===== config.mk =====
export PLATFORM = sky130hd
export DESIGN_NAME = spdg_gen
export DESIGN_NICKNAME = d
export VERILOG_FILES = /design/src/rtl/spdg_pkg.sv /design/src/rtl/spdg_tick_if.sv /design/src/rtl/spdg_prescaler.sv /design/src/rtl/spdg_gen.sv
export SDC_FILE = /design/constraint.sdc
export NUM_CORES = 1
export LEC_CHECK = 0
export ABC_AREA = 1
export BUFFER_PORTS_ARGS = -buffer_cell sky130_fd_sc_hd__buf_2
export CAP_MARGIN = 20
export CORE_ASPECT_RATIO = 0.5
export CORE_UTILIZATION = 40
export CTS_CLUSTER_SIZE = 28
export DETAILED_ROUTE_END_ITERATION = 6
export PLACE_DENSITY = 0.66
export SLEW_MARGIN = 20
export SYNTH_ARGS = -nofsm -noshare
export SYNTH_HDL_FRONTEND = slang
export SYNTH_HIERARCHICAL = 1
export SYNTH_SLANG_ARGS = --single-unit
export TNS_END_PERCENT = 100

===== constraint.sdc =====
create_clock -name clk -period 3.32 [get_ports clk]
set_input_delay 0.332 -clock clk [delete_from_list [all_inputs] [get_ports clk]]
set_output_delay 0.332 -clock clk [all_outputs]
set_load 0.005 [all_outputs]

===== src/rtl/spdg_pkg.sv =====
/*
 Package of the stepper pulse and direction generator: timing units, widths, state codes.
 Assumes a single 50 MHz system clock.
*/
package spdg_pkg;
    // ****************************************
    // Clock and time units
    // ****************************************
    localparam int CLK_PERIOD_PS = 20000;
    localparam int UNIT_TIME_PS = 100000;
    localparam int UNIT_CYCLES = (UNIT_TIME_PS + CLK_PERIOD_PS - 1) / CLK_PERIOD_PS;
    localparam int SWITCH_TIME_PS = 2000000;
    localparam int SWITCH_UNITS = (SWITCH_TIME_PS + UNIT_TIME_PS - 1) / UNIT_TIME_PS;
    // ****************************************
    // Widths and reset values
    // ****************************************
    localparam int TIME_W = 16;
    localparam int PRE_W = 4;
    localparam int CNT_W = 18;
    localparam logic [TIME_W-1:0] MIN_SETTING = 16'h0001;
    localparam logic [PRE_W-1:0] PRE_LAST = PRE_W'(UNIT_CYCLES - 1);
    localparam logic [CNT_W-1:0] SWITCH_CNT = CNT_W'(SWITCH_UNITS);
    localparam logic [CNT_W-1:0] CNT_ZERO = 18'h00000;

    typedef enum logic [2:0] {
        SPDG_IDLE = 3'b001,
        SPDG_ON = 3'b010,
        SPDG_OFF = 3'b100
    } spdg_state_type;
endpackage : spdg_pkg


===== src/rtl/spdg_tick_if.sv =====
/*
 Interface carrying the 0.1 us tick between the prescaler and the generator.
 Assumes both ends share clk.
*/
`timescale 1ns/10ps
interface spdg_tick_if;
    logic tick;
    modport source (output tick);
    modport sink (input tick);
endinterface : spdg_tick_if


===== src/rtl/spdg_prescaler.sv =====
/*
 Tick prescaler: one-cycle tick every 0.1 us of system clock.
 Assumes clk at the rate held in the package.
*/
`timescale 1ns/10ps
module spdg_prescaler
    import spdg_pkg::*;
(
    // Clock and reset
    input wire logic clk,
    input wire logic arst_n,
    // Tick out
    spdg_tick_if.source tk
);
    typedef struct packed {
        logic [PRE_W-1:0] cnt;
        logic tick;
    } spdg_pre_type;

    spdg_pre_type pre_ff, nxt_pre;

    // ****************************************
    // Unit counter
    // ****************************************
    always_comb begin
        nxt_pre = pre_ff;
        nxt_pre.tick = 1'b0;
        if (pre_ff.cnt == PRE_LAST) begin
            nxt_pre.cnt = '0;
            nxt_pre.tick = 1'b1;
        end else begin
            nxt_pre.cnt = pre_ff.cnt + 1'b1;
        end
    end

    always_ff @(posedge clk or negedge arst_n) begin
        if (!arst_n) begin
            pre_ff <= '0;
        end else begin
            pre_ff <= nxt_pre;
        end
    end

    assign tk.tick = pre_ff.tick;

    tick_period_a: assert property (@(posedge clk) disable iff (!arst_n)
        pre_ff.tick |=> !pre_ff.tick [*4] ##1 pre_ff.tick)
        else $error("prescaler tick period wrong");
endmodule : spdg_prescaler


===== src/rtl/spdg_gen.sv =====
/*
 Stepper pulse and direction generator: turns step requests with a direction into a
 timed step pulse and direction level on the two fast outputs.
 Assumes a single clock; step_req is a one-cycle pulse from logic on the same clock.
*/
// Function
// - Each pulse stays active for at least the on time and inactive for the off time.
// - After a direction change the next pulse waits at least the direction delay.
// - Pulse and direction polarity are each selectable high or low active.
// - On, off and delay times take a minimum of one 0.1 us unit at one-unit resolution.
// - The pulse always drives the first fast output and direction the second.
// - Each edge of the fast outputs is allowed a switching time of 2 us.
// - Pulses are spaced at least two switching times plus on plus off time.
// - The first pulse after a direction change waits one switching time plus the delay.
`timescale 1ns/10ps
module spdg_gen
    import spdg_pkg::*;
(
    // Clock and reset
    input wire logic clk,
    input wire logic arst_n,
    // Motion request
    input wire logic step_req,
    input wire logic step_dir,
    output logic step_busy,
    // Configuration in 0.1 us units
    input wire logic [TIME_W-1:0] on_time,
    input wire logic [TIME_W-1:0] off_time,
    input wire logic [TIME_W-1:0] dir_delay,
    input wire logic pulse_active_low,
    input wire logic dir_active_low,
    // Fast outputs
    output logic step_pulse_output,
    output logic step_direction_output
);
    typedef struct packed {
        spdg_state_type st;
        logic [CNT_W-1:0] cnt;
        logic [CNT_W-1:0] dly;
        logic pend;
        logic pend_dir;
        logic dir;
        logic pulse;
    } spdg_gen_type;

    spdg_gen_type s_ff, nxt_s;
    spdg_tick_if tk ();

    spdg_prescaler u_pre (
        .clk(clk),
        .arst_n(arst_n),
        .tk(tk)
    );

    // Settings below one unit are raised to the least legal value
    function automatic logic [CNT_W-1:0] units(input logic [TIME_W-1:0] v);
        logic [TIME_W-1:0] c;
        c = (v < MIN_SETTING) ? MIN_SETTING : v;
        return CNT_W'(c);
    endfunction : units

    // ****************************************
    // Step sequencer
    // ****************************************
    always_comb begin
        nxt_s = s_ff;
        if (step_req) begin
            nxt_s.pend = 1'b1;
            nxt_s.pend_dir = step_dir;
        end
        if (tk.tick && s_ff.cnt != CNT_ZERO) begin
            nxt_s.cnt = s_ff.cnt - 1'b1;
        end
        if (tk.tick && s_ff.dly != CNT_ZERO) begin
            nxt_s.dly = s_ff.dly - 1'b1;
        end
        case (s_ff.st)
            SPDG_IDLE: begin
                if (s_ff.pend && s_ff.pend_dir != s_ff.dir) begin
                    // Direction settles first; the pulse waits for it
                    nxt_s.dir = s_ff.pend_dir;
                    nxt_s.dly = SWITCH_CNT + units(dir_delay);
                end else if (s_ff.pend && s_ff.dly == CNT_ZERO) begin
                    nxt_s.pend = step_req;
                    nxt_s.pulse = 1'b1;
                    nxt_s.st = SPDG_ON;
                    nxt_s.cnt = SWITCH_CNT + units(on_time);
                end
            end
            SPDG_ON: begin
                if (s_ff.cnt == CNT_ZERO) begin
                    nxt_s.pulse = 1'b0;
                    nxt_s.st = SPDG_OFF;
                    nxt_s.cnt = SWITCH_CNT + units(off_time);
                end
            end
            SPDG_OFF: begin
                if (s_ff.cnt == CNT_ZERO) begin
                    nxt_s.st = SPDG_IDLE;
                end
            end
            default: begin
                nxt_s.st = SPDG_IDLE;
                nxt_s.pulse = 1'b0;
            end
        endcase
    end

    always_ff @(posedge clk or negedge arst_n) begin
        if (!arst_n) begin
            s_ff <= '{st: SPDG_IDLE, cnt: CNT_ZERO, dly: CNT_ZERO, default: 1'b0};
        end else begin
            s_ff <= nxt_s;
        end
    end

    // ****************************************
    // Outputs
    // ****************************************
    // Polarity is applied on the registered level; a polarity change mid-pulse glitches
    assign step_pulse_output = s_ff.pulse ^ pulse_active_low;
    assign step_direction_output = s_ff.dir ^ dir_active_low;
    assign step_busy = s_ff.pend || s_ff.st != SPDG_IDLE;

    // ****************************************
    // Checks
    // ****************************************
    // The 99-cycle bounds are twenty switch units of five clocks, less one for tick alignment
    pulse_on_min_a: assert property (@(posedge clk) disable iff (!arst_n)
        $rose(s_ff.pulse) |-> s_ff.pulse [*8])
        else $error("pulse on time too short");
    pulse_off_min_a: assert property (@(posedge clk) disable iff (!arst_n)
        $fell(s_ff.pulse) |-> !s_ff.pulse [*8])
        else $error("pulse off time too short");
    on_len_min_a: assert property (@(posedge clk) disable iff (!arst_n)
        $rose(s_ff.pulse) |-> ##99 s_ff.pulse)
        else $error("pulse on phase shorter than switch time");
    off_len_min_a: assert property (@(posedge clk) disable iff (!arst_n)
        $fell(s_ff.pulse) |-> ##99 !s_ff.pulse)
        else $error("pulse off phase shorter than switch time");
    on_load_a: assert property (@(posedge clk) disable iff (!arst_n)
        $rose(s_ff.pulse) |-> s_ff.cnt > SWITCH_CNT)
        else $error("on time not loaded");
    off_load_a: assert property (@(posedge clk) disable iff (!arst_n)
        $fell(s_ff.pulse) |-> s_ff.cnt > SWITCH_CNT)
        else $error("off time not loaded");
    state_onehot_a: assert property (@(posedge clk) disable iff (!arst_n)
        $onehot(s_ff.st))
        else $error("sequencer state not one-hot");
    pulse_state_a: assert property (@(posedge clk) disable iff (!arst_n)
        s_ff.pulse == (s_ff.st == SPDG_ON))
        else $error("pulse level disagrees with state");
    on_hold_a: assert property (@(posedge clk) disable iff (!arst_n)
        s_ff.st == SPDG_ON && s_ff.cnt != CNT_ZERO |=> s_ff.pulse)
        else $error("pulse ended before on count ran out");
    off_hold_a: assert property (@(posedge clk) disable iff (!arst_n)
        s_ff.st == SPDG_OFF && s_ff.cnt != CNT_ZERO |=> !s_ff.pulse && s_ff.st == SPDG_OFF)
        else $error("off phase ended before off count ran out");
    on_count_tick_a: assert property (@(posedge clk) disable iff (!arst_n)
        s_ff.st == SPDG_ON && !tk.tick |=> s_ff.st != SPDG_ON || $stable(s_ff.cnt))
        else $error("on count moved without a tick");
    dly_count_tick_a: assert property (@(posedge clk) disable iff (!arst_n)
        !tk.tick |=> $stable(s_ff.dly) || $changed(s_ff.dir))
        else $error("delay count moved without a tick");

    // ****************************************
    // Direction checks
    // ****************************************
    dir_hold_pulse_a: assert property (@(posedge clk) disable iff (!arst_n)
        $changed(s_ff.dir) |-> !s_ff.pulse [*8])
        else $error("pulse too soon after direction change");
    dir_len_min_a: assert property (@(posedge clk) disable iff (!arst_n)
        $changed(s_ff.dir) |-> ##99 !s_ff.pulse)
        else $error("pulse sooner than switch time after direction change");
    dir_stable_pulse_a: assert property (@(posedge clk) disable iff (!arst_n)
        s_ff.pulse |-> $stable(s_ff.dir))
        else $error("direction changed during pulse");
    dly_load_a: assert property (@(posedge clk) disable iff (!arst_n)
        $changed(s_ff.dir) |-> s_ff.dly >= SWITCH_CNT + 18'h00001)
        else $error("direction delay not loaded");
    idle_wait_a: assert property (@(posedge clk) disable iff (!arst_n)
        s_ff.st == SPDG_IDLE && s_ff.dly != CNT_ZERO |=> !s_ff.pulse)
        else $error("pulse launched while direction delay runs");
    launch_dly_a: assert property (@(posedge clk) disable iff (!arst_n)
        $rose(s_ff.pulse) |-> s_ff.dly == CNT_ZERO)
        else $error("pulse launched before direction delay expired");
    dir_idle_a: assert property (@(posedge clk) disable iff (!arst_n)
        $changed(s_ff.dir) |-> s_ff.st == SPDG_IDLE && !s_ff.pulse)
        else $error("direction changed outside idle");
    dir_follow_a: assert property (@(posedge clk) disable iff (!arst_n)
        s_ff.pend && s_ff.st == SPDG_IDLE && s_ff.pend_dir != s_ff.dir
        |=> s_ff.dir == $past(s_ff.pend_dir))
        else $error("direction level did not follow request");
    polarity_out_a: assert property (@(posedge clk) disable iff (!arst_n)
        s_ff.st != SPDG_ON |-> step_pulse_output == pulse_active_low)
        else $error("pulse polarity wrong");
    dir_polarity_a: assert property (@(posedge clk) disable iff (!arst_n)
        $changed(s_ff.dir) && $stable(dir_active_low) |-> $changed(step_direction_output))
        else $error("direction change not on its output");

    // ****************************************
    // Request checks
    // ****************************************
    // Only one request is remembered; a second one while pending merges into it
    req_kept_a: assert property (@(posedge clk) disable iff (!arst_n)
        step_req |=> s_ff.pend || $rose(s_ff.pulse))
        else $error("step request dropped");
    pend_lat_a: assert property (@(posedge clk) disable iff (!arst_n)
        s_ff.pend && s_ff.st == SPDG_IDLE && s_ff.dly == CNT_ZERO && s_ff.pend_dir == s_ff.dir
        |=> s_ff.pulse)
        else $error("pending step not issued");
    busy_req_a: assert property (@(posedge clk) disable iff (!arst_n)
        step_req |=> step_busy)
        else $error("busy not raised by a request");
    pend_refill_a: assert property (@(posedge clk) disable iff (!arst_n)
        $rose(s_ff.pulse) |-> s_ff.pend == $past(step_req))
        else $error("request during launch lost");
    launch_dir_a: assert property (@(posedge clk) disable iff (!arst_n)
        $rose(s_ff.pulse) |-> s_ff.dir == $past(s_ff.pend_dir))
        else $error("pulse issued with stale direction");
endmodule : spdg_gen


==> results of run 1 <==
[through the flow]
step | utilization, % | worst slack (ns) | power, mW | instance area (um2) | cells
floorplan | - | 1.647 | 1.401 | 4189 | 648
global placement | 46.35 | 1.136 | 1.599 | 4538 | 824
detailed placement | 46.35 | 1.126 | 1.607 | 4538 | 824
CTS | 48.06 | 1.103 | 2.205 | 4706 | 832
global route | 48.09 | 0.8720 | 2.367 | 4708 | 832
finish | 48.09 | 1.111 | 2.199 | 4708 | 832
[flip-flops by register name, summed over array words and instances (netlist names)]
signal,count
s_ff,43
u_pre/pre_ff,4
u_pre/tk.tick,1
[cell type report]
cell class	instances	area, um2	area share [%]
Timing Repair Buffer	56	282.8	6.006
Sequential cell	48	1202	25.54
Clock inverter	3	42.54	0.9035
Multi-Input combinational cell	496	2550	54.16
Inverter	89	336.6	7.149
Tap cell	135	168.9	3.588
Clock buffer	5	125.1	2.657
[layer usage]
metal  track usage [%]  vias to the layer above  part of all wire, %
met1             30.15                     1883                   49
met3             2.945                       13                  6.2
met2             35.70                      154                   43
met5                 0                        -                    0
met4             6.134                        0                  1.4
li1                  -                     2207                    -
[where the power goes]
| group | internal [mW] | switching [mW] |
|---|---|---|
| Sequential | 0.707 | 0.131 |
| Combinational | 0.280 | 0.493 |
| Clock | 0.354 | 0.234 |
| Total | 1.34 | 0.858 |
[how the worst min path moves through the flow]
stage | end | slack, ns | cells past startpoint
global placement | u_pre/pre_ff[1]$_DFF_PN0_ | 0.48 | 1
detailed placement | u_pre/pre_ff[1]$_DFF_PN0_ | 0.49 | 1
global route | s_ff[26]$_DFF_PN0_ | 0.09 | 1
floorplan | s_ff[0]$_DFFE_PN0P_ | 0.04 | 0
finish | s_ff[25]$_DFF_PN0_ | 0.04 | 1
CTS | s_ff[3]$_DFF_PN0_ | 0.25 | 3
[critical path, stage by stage (launching register included)]
cell and delay [ns]:
dfrtp_1 0.40, inv_1 0.17, ha_1 0.23, nand3_1 0.09, nor2_1 0.21, nand2_1 0.10
nand2_2 0.21, inv_2 0.23, nand2_1 0.11, a21oi_1 0.06, or2_2 0.28
[kinds of logic after synthesis]
family	count (synthesis)
XOR/XNOR	31
flip-flops	48
AND/OR/NAND/NOR	370
AO/OA/AOI/OAI	88
buffers and inverters	104
adder cells (fa/ha/maj)	7
[synthesized netlist by cell type (6+ instances only)]
master	number	area [um2]
ha_1	7	87.58
nor4_1	12	75.07
o21ai_1	15	75.07
o21ai_0	31	155.2
nand2_1	164	615.6
nor3_1	12	60.06
nand2_2	6	37.54
dfrtp_1	47	1176
a21oi_1	16	80.08
clkbuf_1	7	26.28
o211ai_1	8	60.06
xnor2_1	8	70.07
nand3_1	48	240.2
nor2_2	6	37.54
xor2_1	23	201.4
inv_1	85	319.1
nor2_1	84	315.3
nand4_1	18	112.6
==> results.md, run 1 <==
- Largest net degree at the start of global routing: 49
- Most common cell after layout, fill and taps aside: nand2_1
- Setup violations, final: 0
- Clk buf depth: 2
- Final Cycle Share: 66.52%
- Simple-gate area share of the yosys netlist: 40.05%
- CP startpoint kind: register
- CTS Buf Count: 5
- Global route overflow: 0
- CTS tree: built
- Pwr/cell area: 467.0 nW/um2
- Hold Slack: 0.04195 ns
- RePlAce Congestion: 0.8994
- CTS root buf: clkbuf_16
- Row cnt: 25
- Number of gates resized after cts: 0
- Worst setup path end: s_ff[8]$_DFF_PN0_
- PortBufs: 56
- Slew @ Worst Pin: 0.6076 ns
- First-pass GRT wire length: 18.58 mm
- Post-Synth Adder-Cell Area: 2.091%
- Via count: 4257
- Die Wd: 146.7 um
- Post-synth EDFFs: 0
- Post-DP HPWL: 8.594 mm
- Hold Path Class: input pin to async pin
- Worst VDD drop: 0.0001828 V
- XOR/XNOR Fraction of Synth Area: 6.481%
- Initial drt markers: 243
- Sinks on Clock Net: 48
- Die Ht: 74.36 um
- Core area: 9791 um2
- Pleak: 2.151 nW
- Reg clk slew, reported paths: 0.07 ns
- Synth Flop Type: dfrtp_1
- WL per Instance: 13.14 um
- Clock Latency Late Sink: 0.30 ns
- Fraction of layout cells with a size suffix above 1: 14.20%
- Fill cell count: 994
- Mapped Nets: 709
- DRC errors left: 0
- Yosys warns: 6
- Final hold vios: 0
- WP data arrival: 2.39 ns
- Worst Setup End Kind: register
- Largest family of logic cells by synthesized area: simple AND/OR/NAND/NOR gates
- Syn Area/Cell: 6.465 um2
- Initial core utilization: 42.79%
- Outcome: completed
- Routed wire length: 10.93 mm
- Cell Area, Synth: 4189 um2
- Commonest non-fill, non-tap cells in the layout: nand2_1 (164), inv_1 (85), nor2_1 (84), buf_2 (55), nand3_1 (48)
- Synth Area in Compound Gates: 12.25%
- Crit path from: s_ff[4]$_DFF_PN0_
- Final-stage net count: 757
- Max_slew headroom: 59.50%
- Netlist cell types: 39
- Die area: 10910 um2
- I/O pin count: 57
- Layout area overhead: 12.40%
- TritonRoute pass-1 iters: 5
- R2r setup slk: 1.11 ns
- Seq/Total Area, Yosys: 28.70%
- Antenna viol nets, final: 0
- Critical path class: register to register
- H-tree depth: 2
- Total track usage: 21.66%
- Slew Viols, Final: 0
- Maxcap violations: 0
- Post-CTS Setup Repair Bufs: 0
- R2R cell count: 10
- Min Clock Period, post-route: 2.209 ns
- Seq cells post-synth: 48
- Clk_skew: 0.005638 ns
- Vias in the first global route: 3929
- FMAX: 0.4528 GHz
- Vias per cell: 5.117
- Setup tns final: 0 ns
- Initial antenna violation count: 0
- RSZ-0062 raised after global routing: no
- Reg2reg end: s_ff[8]$_DFF_PN0_
- # hold bufs at CTS: 0
- Worst Path Max Fanout: 25
- Antenna fix cells: 0
- FFs w/ async S/R, synth: 100.0%
- Mux cell area share after synthesis: 0%
- WP data required: 3.51 ns
- Mapped Cells: 648
- Critical R2R Launch: s_ff[4]$_DFF_PN0_
Note: power is estimated with default switching activity, not from simulation.
==> run 2, diff against run 1 <==
--- a/config.mk
+++ b/config.mk
@@ -12,7 +12,7 @@
 export CORE_UTILIZATION = 40
 export CTS_CLUSTER_SIZE = 28
 export DETAILED_ROUTE_END_ITERATION = 6
-export PLACE_DENSITY = 0.66
+export PLACE_DENSITY = 0.68
 export SLEW_MARGIN = 20
 export SYNTH_ARGS = -nofsm -noshare
 export SYNTH_HDL_FRONTEND = slang
==> constraint.sdc (replaced) <==
create_clock -name clk -period 1.9 [get_ports clk]
set_input_delay 0.19 -clock clk [delete_from_list [all_inputs] [get_ports clk]]
set_output_delay 0.19 -clock clk [all_outputs]
set_load 0.005 [all_outputs]
==> run 2 against run 1 <==
Effect of this change:
- sequential share of layout area fell by 1.7 points
- clock skew fell by 0.0021 ns
- clock-buffer cell count rose by 3
- global-route usage rose by 0.23 points
==> results.md, run 2 (synthesis results as in run 1) <==
- FMAX: 0.5685 GHz
- Most common cell after layout, fill and taps aside: nand2_1
- CTS tree: built
- Switching Share: 38.81%
- Setup violations, final: 0
- Post-DP HPWL: 8.943 mm
- Die Wd: 146.7 um
- Largest net degree at the start of global routing: 26
- Sw Pwr: 1.556 mW
- Fill cell count: 988
- Row cnt: 25
- Pleak: 2.311 nW
- WP data arrival: 1.92 ns
- CTS root buf: clkbuf_16
- Initial core utilization: 42.79%
- Sinks on Clock Net: 48
- Final-stage net count: 791
- Via count: 4380
- Commonest non-fill, non-tap cells in the layout: nand2_1 (163), inv_1 (83), nor2_1 (80), buf_2 (56)
- Max_slew headroom: 72.46%
- Reg clk slew, reported paths: 0.06 ns
- First-pass GRT wire length: 19.09 mm
- Final Cycle Share: 92.58%
- Hold Path Class: input pin to register
- Layout area overhead: 20.76%
- Worst VDD drop: 0.0004700 V
- Initial antenna violation count: 0
- H-tree depth: 2
- Layout Cells excl Fill: 866
- Hold Slack: 0.1119 ns
- Vias per cell: 5.058
- Min Clock Period, post-route: 1.759 ns
- WL per Instance: 12.99 um
- Die Ht: 74.36 um
- I/O pin count: 57
- Antenna fix cells: 0
- Post-Place Setup Slack: 0.01851 ns
- Initial drt markers: 246
- Worst Slack Setup Final: 0.1410 ns
- Worst Setup End Kind: register
- Worst Path Max Fanout: 8
- Final Total Pwr: 4.010 mW
- Maxcap violations: 0
- Clock Latency Late Sink: 0.28 ns
- Cell Int Power: 2.454 mW
- Die area: 10910 um2
- Pwr/cell area: 792.8 nW/um2
- Outcome: completed
- Comb pwr share: 40.4%
- Final core occ: 51.67%
- Flop pwr share: 36.3%
- Core area: 9791 um2
- Max FFs per register: 43
- PortBufs: 56
- Clock share of power: 23.3%
- Vias in the first global route: 4052
- Seq. cell area: 1204 um2
- Global route overflow: 0
- TritonRoute pass-1 iters: 5
- R2R cell count: 9
- Dpl cells: 854
- CP startpoint kind: register
- DRC errors left: 0
- Routed wire length: 11.25 mm
- RePlAce Congestion: 0.9534
- Antenna viol nets, final: 0
- Slew @ Worst Pin: 0.4132 ns
- Slew Viols, Final: 0
- Biggest register: s_ff
- Clk_skew: 0.003533 ns
- Hold path cells: 3
- Clk buf depth: 2
- Fraction of layout cells with a size suffix above 1: 19.70%
- Final hold vios: 0
- Area occupied by multi-input gates: 2608 um2
- Critical path class: register to register
- CTS Buf Count: 5
- Total track usage: 21.89%
- WP data required: 2.06 ns
==> run 2: per-stage QoR <==
step	setup TNS, ns	cell area, um2
2_1_floorplan	0	4189
3_3_place_gp	0	4788
3_5_place_dp	0	4788
4_1_cts	0	4975
5_1_grt	-0.0008724	5059
6_report	0	5059
==> run 2: layout make-up <==
cell class / count / area share, %
Tap cell: 135 / 3.339
Sequential cell: 48 / 23.79
Multi-Input combinational cell: 496 / 51.55
Clock buffer: 8 / 3.092
Timing Repair Buffer: 90 / 11.45
Inverter: 89 / 6.777
==> run 2: power by group through the flow <==
stage / registers (mW) / clock network (mW) / logic [mW]
floorplan: 1.41 / 0 / 1.03
global route: 1.49 / 0.987 / 1.84
finish: 1.46 / 0.933 / 1.62
detailed placement: 1.44 / 0 / 1.55
global placement: 1.44 / 0 / 1.54
CTS: 1.42 / 0.950 / 1.58
==> run 2: final timing paths <==
path,startpoint,slack [ns],end
min in group asynchronous,arst_n,0.39,s_ff[23]$_DFF_PN0_
max,s_ff[22]$_DFF_PN0_,0.14,s_ff[29]$_DFF_PN0_
max reg2reg,s_ff[22]$_DFF_PN0_,0.14,s_ff[29]$_DFF_PN0_
min,step_dir,0.11,s_ff[2]$_DFFE_PN0P_
max in group asynchronous,arst_n,0.89,s_ff[40]$_DFFE_PN1P_
min reg2reg,u_pre/pre_ff[1]$_DFF_PN0_,0.49,u_pre/pre_ff[1]$_DFF_PN0_
==> run 2: layer usage <==
layer / part of all wire (%) / global-route usage [%] / vias to the layer above
met5: 0 / 0 / -
met4: 0.73 / 3.472 / 0
met3: 4.5 / 2.209 / 9
met2: 44 / 37.28 / 102
met1: 51 / 30.96 / 1989
li1: - / - / 2280
==> run 2: what timing repair did <==
action                                 CTS  global route
hold buffers                             1             0
gates cloned                             0             0
resized for setup                        0            23
endpoints found under the hold margin   16             0
pin swaps                                1             4
setup endpoints to repair                5            24
buffers inserted                         1             3
==> run 2: critical path, stage by stage (launching register included) <==
cell      delay, ns
dfrtp_1        0.38
inv_1          0.07
ha_1           0.17
nand2_1        0.09
nor2_2         0.17
nand3_4        0.12
nand2_2        0.10
inv_1          0.15
o21ai_0        0.26
o211ai_1       0.13
==> run 3, diff against run 2 <==
--- a/config.mk
+++ b/config.mk
@@ -8,11 +8,12 @@
 export ABC_AREA = 1
 export BUFFER_PORTS_ARGS = -buffer_cell sky130_fd_sc_hd__buf_2
 export CAP_MARGIN = 20
-export CORE_ASPECT_RATIO = 0.5
+export CORE_ASPECT_RATIO = 0.75
 export CORE_UTILIZATION = 40
 export CTS_CLUSTER_SIZE = 28
 export DETAILED_ROUTE_END_ITERATION = 6
 export PLACE_DENSITY = 0.68
+export SKIP_CTS_REPAIR_TIMING = 1
 export SLEW_MARGIN = 20
 export SYNTH_ARGS = -nofsm -noshare
 export SYNTH_HDL_FRONTEND = slang
==> run 3 against run 2 <==
Effect of this change:
- the run now ends with design-rule violations left
- hold slack got worse by 0.0031 ns
- sequential share of layout area decreased by 0.63 points
- global-route usage increased by 1.4 points
- fmax decreased by 4.6%
- via count increased by 4.1%
- largest power group unchanged
- worst setup slack got worse by 0.084 ns
- critical path depth unchanged
- die area decreased by 0.19%
- combinational power increased by 2%
- non-clock buffer count increased by 4
==> results.md, run 3 (synthesis results as in run 1) <==
- Outcome: finished with violations
- Failing checks: design-rule violations
- Antenna fix cells: 0
- Die Wd: 120.2 um
- CTS root buf: clkbuf_16
- First-pass GRT wire length: 19.99 mm
- Worst VDD drop: 0.0006706 V
- Critical path class: register to register
- Post-Place Setup Slack: 0.01815 ns
- Slew @ Worst Pin: 0.5813 ns
- Layout Cells excl Fill: 867
- R2R cell count: 9
- Largest net degree at the start of global routing: 26
- Pwr/cell area: 823.4 nW/um2
- Global route overflow: 0
- Vias in the first global route: 4003
- Pleak: 2.365 nW
- Antenna viol nets, final: 0
- Max_slew headroom: 61.24%
- FMAX: 0.5426 GHz
- Final Cycle Share: 97.00%
- RePlAce Congestion: 0.9414
- Reg clk slew, reported paths: 0.07 ns
- Post-DP HPWL: 9.745 mm
- Max FFs per register: 43
- TritonRoute pass-1 iters: 7
- Initial drt markers: 528
- Core area: 9930 um2
- Final-stage net count: 795
- Dpl cells: 846
- Final hold vios: 0
- Routed wire length: 12.44 mm
- Worst Setup End Kind: register
- R2r setup slk: 0.06 ns
- Layout area overhead: 24.19%
- Fill cell count: 1011
- Reg2reg end: s_ff[22]$_DFF_PN0_
- Initial antenna violation count: 0
- CTS Buf Count: 5
- Row cnt: 31
- CTS tree: built
- WP data arrival: 2.01 ns
- RSZ-0062 raised after global routing: yes
- Biggest register: s_ff
- CP startpoint kind: register
- Die Ht: 90.63 um
- Initial core utilization: 42.19%
- Die area: 10890 um2
- WP data required: 2.07 ns
- I/O pin count: 57
- Critical R2R Launch: s_ff[21]$_DFF_PN0_
- Most common cell after layout, fill and taps aside: nand2_1
- Hold Path Class: input pin to register
- WL per Instance: 14.34 um
- Vias per cell: 5.261
- Worst Path Max Fanout: 6
- Clk_skew: 0.01280 ns
- DRC errors left: 3
- Min Clock Period, post-route: 1.843 ns
- Setup tns final: 0 ns
- Clk buf depth: 2
- PortBufs: 56
- Worst Slack Setup Final: 0.05709 ns
- Slew Viols, Final: 0
- H-tree depth: 2
- Commonest non-fill, non-tap cells in the layout: nand2_1 (161), inv_1 (80), nor2_1 (76), buf_2 (56), nand3_1 (47)
- Fraction of layout cells with a size suffix above 1: 21.90%
- Sinks on Clock Net: 48
- Worst Hold Endpoint: s_ff[3]$_DFF_PN0_
- Hold path cells: 3
- Min-delay src: step_req
- Clock Latency Late Sink: 0.30 ns
- Maxcap violations: 0
- Setup violations, final: 0
- Total track usage: 23.29%
- Via count: 4561
[run 3: cell types whose count changed in the layout (fill, tap and decap cells not counted), moves of 3 or more]
cell	previous run	this run
nor2_2	7	10
o21ai_0	28	31
buf_4	29	32
nor2_1	80	76
o21ai_1	18	15
inv_1	83	80
[run 3: report_power, final]
part / internal (mW) / switching [mW] / leakage, nW
Sequential: 1.24 / 0.215 / 0.532
Combinational: 0.660 / 0.999 / 1.74
Clock: 0.759 / 0.414 / 0.0944
Total: 2.66 / 1.63 / 2.36
[run 3: critical path, cell delays in order, from the launching register on]
cell and delay (ns):
dfrtp_1 0.42, inv_1 0.13, nand3_2 0.12, nor3_4 0.25
nand3_2 0.17, nand2_2 0.14, nand3_4 0.12, buf_4 0.18
o21ai_0 0.07, o211ai_1 0.12
[run 3: worst max-delay path by stage]
stage,start,to,slack [ns],depth (start not counted)
6_report,s_ff[21]$_DFF_PN0_,s_ff[22]$_DFF_PN0_,0.06,9
5_1_grt,s_ff[21]$_DFF_PN0_,s_ff[26]$_DFF_PN0_,-0.02,9
4_1_cts,s_ff[22]$_DFF_PN0_,s_ff[35]$_DFF_PN0_,-0.007,10
3_5_place_dp,s_ff[22]$_DFF_PN0_,s_ff[22]$_DFF_PN0_,0.02,10
3_3_place_gp,s_ff[31]$_DFF_PN0_,s_ff[22]$_DFF_PN0_,-0.02,9
2_1_floorplan,s_ff[22]$_DFF_PN0_,s_ff[28]$_DFF_PN0_,0.23,11
[run 3: area by class of cell]
type	instances	area (um2)	area share, %
well taps	132	165.2	3.175
clock inverters	3	68.82	1.323
multi-input cells	496	2670	51.32
inverters	89	346.6	6.662
repair buffers	94	621.8	11.95
clock buffers	5	125.1	2.405
flip-flops and latches	48	1205	23.16
[run 3: per-layer routing]
layer  up-vias  track usage, %  wire length (um)  part of all wire (%)
met2       178           30.70              4929                    40
met3         9           3.851              1155                   9.3
li1       2277               -                 -                     -
met1      2097           38.73              6280                    50
met4         0           3.438                72                  0.58
met5         -               0                 0                     0
[run 3: metrics by stage]
step / cell area, um2 / util, % / hold WS, ns / power [mW]
3_5_place_dp: 4747 / 47.81 / 0.2182 / 2.976
2_1_floorplan: 4189 / - / -0.1056 / 2.448
6_report: 5202 / 52.39 / 0.1089 / 4.284
3_3_place_gp: 4747 / 47.81 / 0.2171 / 2.944
5_1_grt: 5202 / 52.39 / 0.1368 / 4.580
4_1_cts: 4941 / 49.76 / -0.1052 / 4.166
